## src/ppo_pkg.sv

```systemverilog
`default_nettype none
package ppo_pkg;
    // port d pin indexes
    localparam int PD_TXD_BIT  = 3;
    localparam int PD_BITS     = 4;
    // port e pin indexes
    localparam int PE_RST_BIT  = 0;
    localparam int PE_XIN_BIT  = 1;
    localparam int PE_XOUT_BIT = 2;
    localparam int PE_BITS     = 3;
    // reset values of registered outputs
    localparam logic [3:0] PD_RESET_VAL = 4'h0;
    localparam logic [2:0] PE_RESET_VAL = 3'h0;
    // synchroniser depth for pin inputs
    localparam int SYNC_STAGES = 2;
    // oscillator source selects
    typedef enum logic [1:0] {
        PPO_CLK_RC   = 2'h0,
        PPO_CLK_XTAL = 2'h1,
        PPO_CLK_EXT  = 2'h2,
        PPO_CLK_LFX  = 2'h3
    } ppo_clksrc_type;
endpackage : ppo_pkg
`default_nettype wire

```

## src/ppo_pin_cell.sv

```systemverilog
`default_nettype none
// one pin: override muxing plus input synchroniser
module ppo_pin_cell
    import ppo_pkg::*;
(
    input  wire logic clk_sys,
    input  wire logic reset_n,
    input  wire logic reg_pullup,
    input  wire logic reg_dir,
    input  wire logic reg_outval,
    input  wire logic pullup_override_enable,
    input  wire logic pullup_override_value,
    input  wire logic direction_override_enable,
    input  wire logic direction_override_value,
    input  wire logic outval_override_enable,
    input  wire logic outval_override_value,
    input  wire logic input_disable_override_enable,
    input  wire logic input_disable_override_value,
    input  wire logic pin_in,
    output logic      pull_d,
    output logic      dir_d,
    output logic      out_d,
    output logic      din_d
);
    logic [SYNC_STAGES-1:0] sync_q;
    logic                   in_dis;

    always_ff @(posedge clk_sys or negedge reset_n) begin
        if (!reset_n) begin
            sync_q <= '0;
        end else begin
            sync_q <= {sync_q[SYNC_STAGES-2:0], pin_in};
        end
    end

    always_comb begin
        pull_d = pullup_override_enable    ? pullup_override_value    : reg_pullup;
        dir_d  = direction_override_enable ? direction_override_value : reg_dir;
        out_d  = outval_override_enable    ? outval_override_value    : reg_outval;
        in_dis = input_disable_override_enable & input_disable_override_value;
        // disabled input reads low to stop leakage current toggling logic
        din_d  = sync_q[SYNC_STAGES-1] & ~in_dis;
    end
endmodule : ppo_pin_cell
`default_nettype wire

```

## src/ppo_override.sv

```systemverilog
`default_nettype none
module ppo_override
    import ppo_pkg::*;
(
    input  wire logic                  clk_sys,
    input  wire logic                  reset_n,
    input  wire logic [PD_BITS-1:0]    portd_outdata,
    input  wire logic [PD_BITS-1:0]    portd_direction,
    input  wire logic                  pullup_disable,
    input  wire logic [PD_BITS-1:0]    portd_pins,
    input  wire logic [PE_BITS-1:0]    porte_outdata,
    input  wire logic [PE_BITS-1:0]    porte_direction,
    input  wire logic [PE_BITS-1:0]    porte_pins,
    input  wire logic                  serial_transmit_enable,
    input  wire logic                  serial_txd,
    input  wire logic                  timer0_cmpa_out_enable,
    input  wire logic                  timer0_cmpa_out,
    input  wire logic                  timer0_cmpb_out_enable,
    input  wire logic                  timer0_cmpb_out,
    input  wire logic                  spi_enable_bit,
    input  wire logic                  spi_master_select,
    input  wire logic                  spi_alt_pin_select,
    input  wire logic                  spi_mosi,
    input  wire logic                  analog_ch0_input_disable,
    input  wire logic                  reset_pin_disable_fuse,
    input  wire ppo_clksrc_type        clock_source,
    output logic [PD_BITS-1:0]         portd_pad_out,
    output logic [PD_BITS-1:0]         portd_pad_oe,
    output logic [PD_BITS-1:0]         portd_pad_pullup,
    output logic [PD_BITS-1:0]         portd_pinread,
    output logic [PE_BITS-1:0]         porte_pad_out,
    output logic [PE_BITS-1:0]         porte_pad_oe,
    output logic [PE_BITS-1:0]         porte_pad_pullup,
    output logic [PE_BITS-1:0]         porte_pinread,
    output logic [PE_BITS-1:0]         porte_direction_read,
    output logic [PE_BITS-1:0]         porte_outdata_read,
    output logic [PE_BITS-1:0]         pin_change_src,
    output logic                       osc_pins_claimed,
    output logic                       reset_pin_active
);
    // ------------------------------------------------------------
    // override terms
    // ------------------------------------------------------------
    logic [PD_BITS-1:0] d_pullup_override_enable, d_pullup_override_value, d_direction_override_enable, d_direction_override_value, d_outval_override_enable, d_outval_override_value;
    logic [PE_BITS-1:0] e_outval_override_enable, e_outval_override_value, e_input_disable_override_enable, e_gpio_off;
    logic               spi_alt_master, spi_alt_slave, xin_used, xout_used, rst_pin;

    always_comb begin
        spi_alt_master = spi_enable_bit & spi_master_select & spi_alt_pin_select;
        spi_alt_slave  = spi_enable_bit & ~spi_master_select & spi_alt_pin_select;
        d_pullup_override_enable = '0;
        d_pullup_override_value = '0;
        d_direction_override_enable = '0;
        d_direction_override_value = '0;
        d_outval_override_enable = '0;
        d_outval_override_value = '0;
        d_pullup_override_enable[PD_TXD_BIT] = serial_transmit_enable | spi_alt_slave;
        d_pullup_override_value[PD_TXD_BIT] = ~serial_transmit_enable & spi_alt_slave
                             & portd_outdata[PD_TXD_BIT] & ~pullup_disable;
        d_direction_override_enable[PD_TXD_BIT] = serial_transmit_enable | spi_alt_slave;
        d_direction_override_value[PD_TXD_BIT] = serial_transmit_enable;
        d_outval_override_enable[PD_TXD_BIT] = serial_transmit_enable | timer0_cmpa_out_enable
                             | spi_alt_master;
        if (serial_transmit_enable) begin
            d_outval_override_value[PD_TXD_BIT] = serial_txd;
        end else if (timer0_cmpa_out_enable) begin
            d_outval_override_value[PD_TXD_BIT] = timer0_cmpa_out;
        end else begin
            d_outval_override_value[PD_TXD_BIT] = spi_alt_pin_select & spi_mosi;
        end
        // compare b covers both plain compare and pwm modes of timer0
        e_outval_override_enable = '0;
        e_outval_override_value = '0;
        e_outval_override_enable[PE_XIN_BIT] = timer0_cmpb_out_enable;
        e_outval_override_value[PE_XIN_BIT] = timer0_cmpb_out;
        e_input_disable_override_enable = '0;
        e_input_disable_override_enable[PE_XOUT_BIT] = analog_ch0_input_disable;
        xin_used  = (clock_source != PPO_CLK_RC);
        xout_used = (clock_source == PPO_CLK_XTAL) | (clock_source == PPO_CLK_LFX);
        rst_pin   = ~reset_pin_disable_fuse;
        e_gpio_off = '0;
        e_gpio_off[PE_XOUT_BIT] = xout_used;
        e_gpio_off[PE_XIN_BIT]  = xin_used;
        e_gpio_off[PE_RST_BIT]  = rst_pin;
    end

    // ------------------------------------------------------------
    // pin cells
    // ------------------------------------------------------------
    logic [PD_BITS-1:0] d_pull, d_dir, d_out, d_din;
    logic [PE_BITS-1:0] e_pull, e_dir, e_out, e_din;

    genvar gi;
    generate
        for (gi = 0; gi < PD_BITS; gi++) begin : g_pd
            ppo_pin_cell u_cell (
                .clk_sys                       (clk_sys),
                .reset_n                       (reset_n),
                .reg_pullup                    (portd_outdata[gi] & ~portd_direction[gi]
                                                & ~pullup_disable),
                .reg_dir                       (portd_direction[gi]),
                .reg_outval                    (portd_outdata[gi]),
                .pullup_override_enable        (d_pullup_override_enable[gi]),
                .pullup_override_value         (d_pullup_override_value[gi]),
                .direction_override_enable     (d_direction_override_enable[gi]),
                .direction_override_value      (d_direction_override_value[gi]),
                .outval_override_enable        (d_outval_override_enable[gi]),
                .outval_override_value         (d_outval_override_value[gi]),
                .input_disable_override_enable (1'b0),
                .input_disable_override_value  (1'b0),
                .pin_in                        (portd_pins[gi]),
                .pull_d                        (d_pull[gi]),
                .dir_d                         (d_dir[gi]),
                .out_d                         (d_out[gi]),
                .din_d                         (d_din[gi])
            );
        end
        for (gi = 0; gi < PE_BITS; gi++) begin : g_pe
            // direction is never overridden: software sets it for compare b
            ppo_pin_cell u_cell (
                .clk_sys                       (clk_sys),
                .reset_n                       (reset_n),
                .reg_pullup                    (porte_outdata[gi] & ~porte_direction[gi]
                                                & ~pullup_disable),
                .reg_dir                       (porte_direction[gi]),
                .reg_outval                    (porte_outdata[gi]),
                .pullup_override_enable        (1'b0),
                .pullup_override_value         (1'b0),
                .direction_override_enable     (1'b0),
                .direction_override_value      (1'b0),
                .outval_override_enable        (e_outval_override_enable[gi]),
                .outval_override_value         (e_outval_override_value[gi]),
                .input_disable_override_enable (e_input_disable_override_enable[gi]),
                .input_disable_override_value  (1'b1),
                .pin_in                        (porte_pins[gi]),
                .pull_d                        (e_pull[gi]),
                .dir_d                         (e_dir[gi]),
                .out_d                         (e_out[gi]),
                .din_d                         (e_din[gi])
            );
        end
    endgenerate

    // ------------------------------------------------------------
    // output registers
    // ------------------------------------------------------------
    logic [PD_BITS-1:0] pd_out_d, pd_oe_d, pd_pu_d, pd_rd_d;
    logic [PE_BITS-1:0] pe_out_d, pe_oe_d, pe_pu_d, pe_rd_d, pe_dir_rd_d, pe_dat_rd_d, pe_pc_d;

    always_comb begin
        pd_out_d    = d_out;
        pd_oe_d     = d_dir;
        pd_pu_d     = d_pull;
        pd_rd_d     = d_din;
        // claimed pins never drive and never pull up
        pe_out_d    = e_out & ~e_gpio_off;
        pe_oe_d     = e_dir & ~e_gpio_off;
        pe_pu_d     = e_pull & ~e_gpio_off;
        pe_rd_d     = e_din & ~e_gpio_off;
        pe_dir_rd_d = porte_direction;
        pe_dat_rd_d = porte_outdata;
        pe_dir_rd_d[PE_RST_BIT] = porte_direction[PE_RST_BIT] & ~rst_pin;
        pe_dat_rd_d[PE_RST_BIT] = porte_outdata[PE_RST_BIT] & ~rst_pin;
        pe_pc_d     = e_din;
    end

    always_ff @(posedge clk_sys or negedge reset_n) begin
        if (!reset_n) begin
            portd_pad_out        <= PD_RESET_VAL;
            portd_pad_oe         <= PD_RESET_VAL;
            portd_pad_pullup     <= PD_RESET_VAL;
            portd_pinread        <= PD_RESET_VAL;
            porte_pad_out        <= PE_RESET_VAL;
            porte_pad_oe         <= PE_RESET_VAL;
            porte_pad_pullup     <= PE_RESET_VAL;
            porte_pinread        <= PE_RESET_VAL;
            porte_direction_read <= PE_RESET_VAL;
            porte_outdata_read   <= PE_RESET_VAL;
            pin_change_src       <= PE_RESET_VAL;
            osc_pins_claimed     <= 1'b0;
            reset_pin_active     <= 1'b0;
        end else begin
            portd_pad_out        <= pd_out_d;
            portd_pad_oe         <= pd_oe_d;
            portd_pad_pullup     <= pd_pu_d;
            portd_pinread        <= pd_rd_d;
            porte_pad_out        <= pe_out_d;
            porte_pad_oe         <= pe_oe_d;
            porte_pad_pullup     <= pe_pu_d;
            porte_pinread        <= pe_rd_d;
            porte_direction_read <= pe_dir_rd_d;
            porte_outdata_read   <= pe_dat_rd_d;
            pin_change_src       <= pe_pc_d;
            osc_pins_claimed     <= xin_used;
            reset_pin_active     <= rst_pin;
        end
    end
endmodule : ppo_override
`default_nettype wire

```

## config.mk

```make
export PLATFORM = sky130hd
export DESIGN_NAME = ppo_override
export DESIGN_NICKNAME = d
export VERILOG_FILES = /design/src/ppo_pkg.sv /design/src/ppo_pin_cell.sv /design/src/ppo_override.sv
export SDC_FILE = /design/constraint.sdc
export NUM_CORES = 1
export LEC_CHECK = 0
export ABC_CLOCK_PERIOD_IN_PS = 2400
export BUFFER_PORTS_ARGS = -buffer_cell sky130_fd_sc_hd__buf_2
export CAP_MARGIN = 20
export CORE_AREA = 2 2 60 62
export DETAILED_ROUTE_END_ITERATION = 12
export DIE_AREA = 0 0 62 64
export PLACE_DENSITY = 0.79
export SLEW_MARGIN = 20
export SYNTH_ARGS = -nofsm -noshare
export SYNTH_HDL_FRONTEND = slang
export SYNTH_SLANG_ARGS = --single-unit
```

## constraint.sdc

```tcl
create_clock -name clk_sys -period 2.4 [get_ports clk_sys]
set_clock_uncertainty 0.2 [all_clocks]
set_input_delay 0.24 -clock clk_sys [delete_from_list [all_inputs] [get_ports clk_sys]]
set_output_delay 0.24 -clock clk_sys [all_outputs]
set_load 0.005 [all_outputs]
```

==> flow_summary.json <==
{
  "outcome": "finished clean",
  "antenna_found_initial": 0,
  "start_util_pct": 46.2,
  "yosysWarnings": 0,
  "min_period_over_period_pct": 86.7,
  "cp_slowest_cell": "dlygate4sd3_1",
  "max_freq_mhz": 480,
  "ys_ff_latch": 51,
  "vdd_drop_max_mv": 0.357,
  "synth_top_cell_by_area": "dfrtp_1",
  "layout-drive-gt1-share_pct": 45.2,
  "core-area_um2": 3280,
  "synthCells": 84,
  "routedLengthMet1_um": 1140,
  "cpMostUsedCell": "dlygate4sd3_1",
  "io_pins": 77,
  "hp-class": "in2reg",
  "routed_wl_um": 3110,
  "placed_area_um2": 1940,
  "clock_power_share_pct": 25.3,
  "grt_pass1_vias": 1136,
  "setup-violations-final": 0,
  "die_w_um": 62,
  "slew_headroom_pct": 59.0,
  "cp_cell_sequence": "dlygate4sd3_1, buf_2, nor2_1, dlygate4sd3_1, a21oi_1, dlygate4sd3_1",
  "endpoint_kind": "flip-flop",
  "overflow": 0,
  "cp-start-kind": "primary input",
  "synth_area_leaders": "dfrtp_1 84%, nor3b_1 3.0%, mux2i_1 2.0%",
  "synth_commonest_cells": "51 x dfrtp_1, 6 x nor3b_1, 4 x nor2_1",
  "fin_crit_ns": 2.08,
  "cts.sinks": 51,
  "vias_per_cell": 4.33,
  "p_sw_mw": 0.324,
  "die_area_um2": 3970,
  "gp_congestion": 0.708,
  "maxSlewViolCount": 0,
  "num_vias": 1053,
  "finalHoldViolCount": 0,
  "p_leak_nw": 1.20,
  "tightest_slew_ns": 0.615,
  "ctsResizeCount": 0,
  "clock_path_buffers": 2,
  "root_buffer": "clkbuf_4",
  "rsz0062_at_grt": "no",
  "p_int_mw": 1.10,
  "combPwrFrac_pct": 10.8,
  "rows": 21,
  "avgRoutedWirePerCell_um": 12.8,
  "worst-setup-path-type": "in2reg",
  "clk_pin_slew_ns": 0.13,
  "critical_path_required_ns": 2.44,
  "swShare_pct": 22.7,
  "stdcell_area_um2": 2300,
  "synth_edf_count": 0,
  "fin_tns_setup_ns": 0,
  "antennaDiodeCount": 0,
  "top_layer": "met4",
  "ys.flop_type": "dfrtp_1",
  "grt_pass1_wl_um": 4780,
  "synth.distinct_cells": 17,
  "pwr-share-seq_pct": 63.9,
  "nNetsFinal": 234,
  "syn_area_um2": 1520,
  "power.density_nw_per_um2": 619,
  "yosysSeqAreaShare_pct": 84.2,
  "synthesis.nets": 122,
  "drtPass1Iterations": 3,
  "max_stage_delay_ns": 0.55,
  "dr_wl_met3_um": 234,
  "dp_hpwl_um": 1990,
  "cts_buffers": 5,
  "drc": 0,
  "arrival_ns": 2.12,
  "ys_async_sr_fraction_pct": 100,
  "clk_latency_ns": 0.35,
  "port_buffers": 76,
  "detail-route-antenna-nets": 0,
  "yosysTopAreaCellShare_pct": 84.2,
  "grt_max_degree": 52,
  "max_cap_viol_count": 0,
  "syn_avg_cell_area_um2": 18.1,
  "die_h_um": 64,
  "drtIter0Drc": 24,
  "grt_usage_pct": 17.3,
  "post-synth-top-count-cell": "dfrtp_1",
  "cts_tree": "yes",
  "wl_met2_um": 1620,
  "area_growth_pct": 51.9,
  "h-tree-depth": 2,
  "crit_fanout": 2
}
==> critical path, delay by kind of cell <==
| family | cells | cell delay (ns) |
|---|---|---|
| simple gates | 1 | 0.07 |
| compound gates | 1 | 0.06 |
| buf+inv | 4 | 1.76 |
==> registers in the layout (all words and copies together), names as in the netlist <==
register and cells:
g_pd.u_cell.sync_q 8, g_pe.u_cell.sync_q 6, portd_pad_oe 4, portd_pad_out 4, portd_pad_pullup 4, portd_pinread 4
pin_change_src 3, porte_direction_read 3, porte_outdata_read 3, porte_pad_pullup 3, porte_pinread 3, porte_pad_oe 2
porte_pad_out 2, osc_pins_claimed 1, reset_pin_active 1
==> final timing paths <==
path	start	endpoint	slack [ns]	cells past startpoint
worst max-delay path	timer0_cmpa_out_enable	portd_pad_out[3]	0.32	6
worst min-delay path	clock_source[0]	porte_pinread[2]	0.03	2
worst max register to register	g_pe[2].u_cell.sync_q[1]	porte_pinread[2]	1.41	2
worst min register to register	g_pd[3].u_cell.sync_q[1]	portd_pinread[3]	0.16	0
max in group asynchronous	reset_n	g_pe[2].u_cell.sync_q[0]	1.28	3
min in group asynchronous	reset_n	porte_pad_out[2]	0.31	3
==> layer usage <==
layer  track usage, %  up-vias
met2             29.4       63
met5                0        -
met3             5.87       11
met4             10.9        0
met1             17.2      490
li1                 -      489
==> cells by family after synthesis <==
group                  synth area share, %
AO/OA/AOI/OAI                        0.825
multiplexers                          1.98
buffers and inverters                 2.47
flip-flops                            84.2
AND/OR/NAND/NOR                       10.6
==> power groups by stage <==
stage               clock network [mW]  logic (mW)  registers (mW)
floorplan                            0      0.0239           0.931
global placement                     0       0.110           0.925
detailed placement                   0       0.114           0.927
CTS                              0.379       0.155           0.910
global route                     0.416       0.173           0.915
finish                           0.360       0.154           0.910
==> cell usage in the layout, fill, tap and decap left out <==
| cell type | count |
|---|---|
| nand3b_1 | 1 |
| buf_4 | 1 |
| a21oi_1 | 1 |
| clkinv_2 | 1 |
| or2_1 | 1 |
| and2b_2 | 3 |
| a21o_1 | 1 |
| clkinvlp_4 | 2 |
| mux2i_1 | 3 |
| dlygate4sd3_1 | 31 |
| nor4b_4 | 1 |
| nor2_1 | 4 |
| dfrtp_1 | 51 |
| nand2b_1 | 1 |
| clkbuf_4 | 5 |
| nor2b_1 | 1 |
| nand3_1 | 1 |
| buf_2 | 76 |
| inv_1 | 3 |
| nor3b_1 | 6 |
| and2_1 | 3 |
==> repair_timing <==
action	CTS	global route
buffers inserted	0	0
hold endpoints to repair	87	0
hold buffers	31	0
setup endpoints to repair	0	0
==> cell type report <==
cell class / count / area [µm²]
clock buffers: 5 / 37.5
clock inverters: 3 / 20.0
fillers: 222 / 981
inverters: 3 / 11.3
multi-input cells: 27 / 203
flip-flops and latches: 51 / 1280
well taps: 46 / 57.6
repair buffers: 108 / 698
==> stage by stage <==
stage | instances | setup slack, ns | power [mW] | utilization (%) | hold slack (ns)
after floorplan | 84 | 1.34 | 0.955 | - | -0.256
after global placement | 204 | 1.25 | 1.04 | 58.9 | 0.134
after detailed placement | 204 | 1.20 | 1.04 | 58.9 | 0.135
after CTS | 243 | 0.360 | 1.44 | 70.1 | 0.00618
after global routing | 243 | 0.301 | 1.50 | 70.1 | 0.00417
final | 243 | 0.318 | 1.43 | 70.1 | 0.0262
Power figures use the tool's default switching activity.
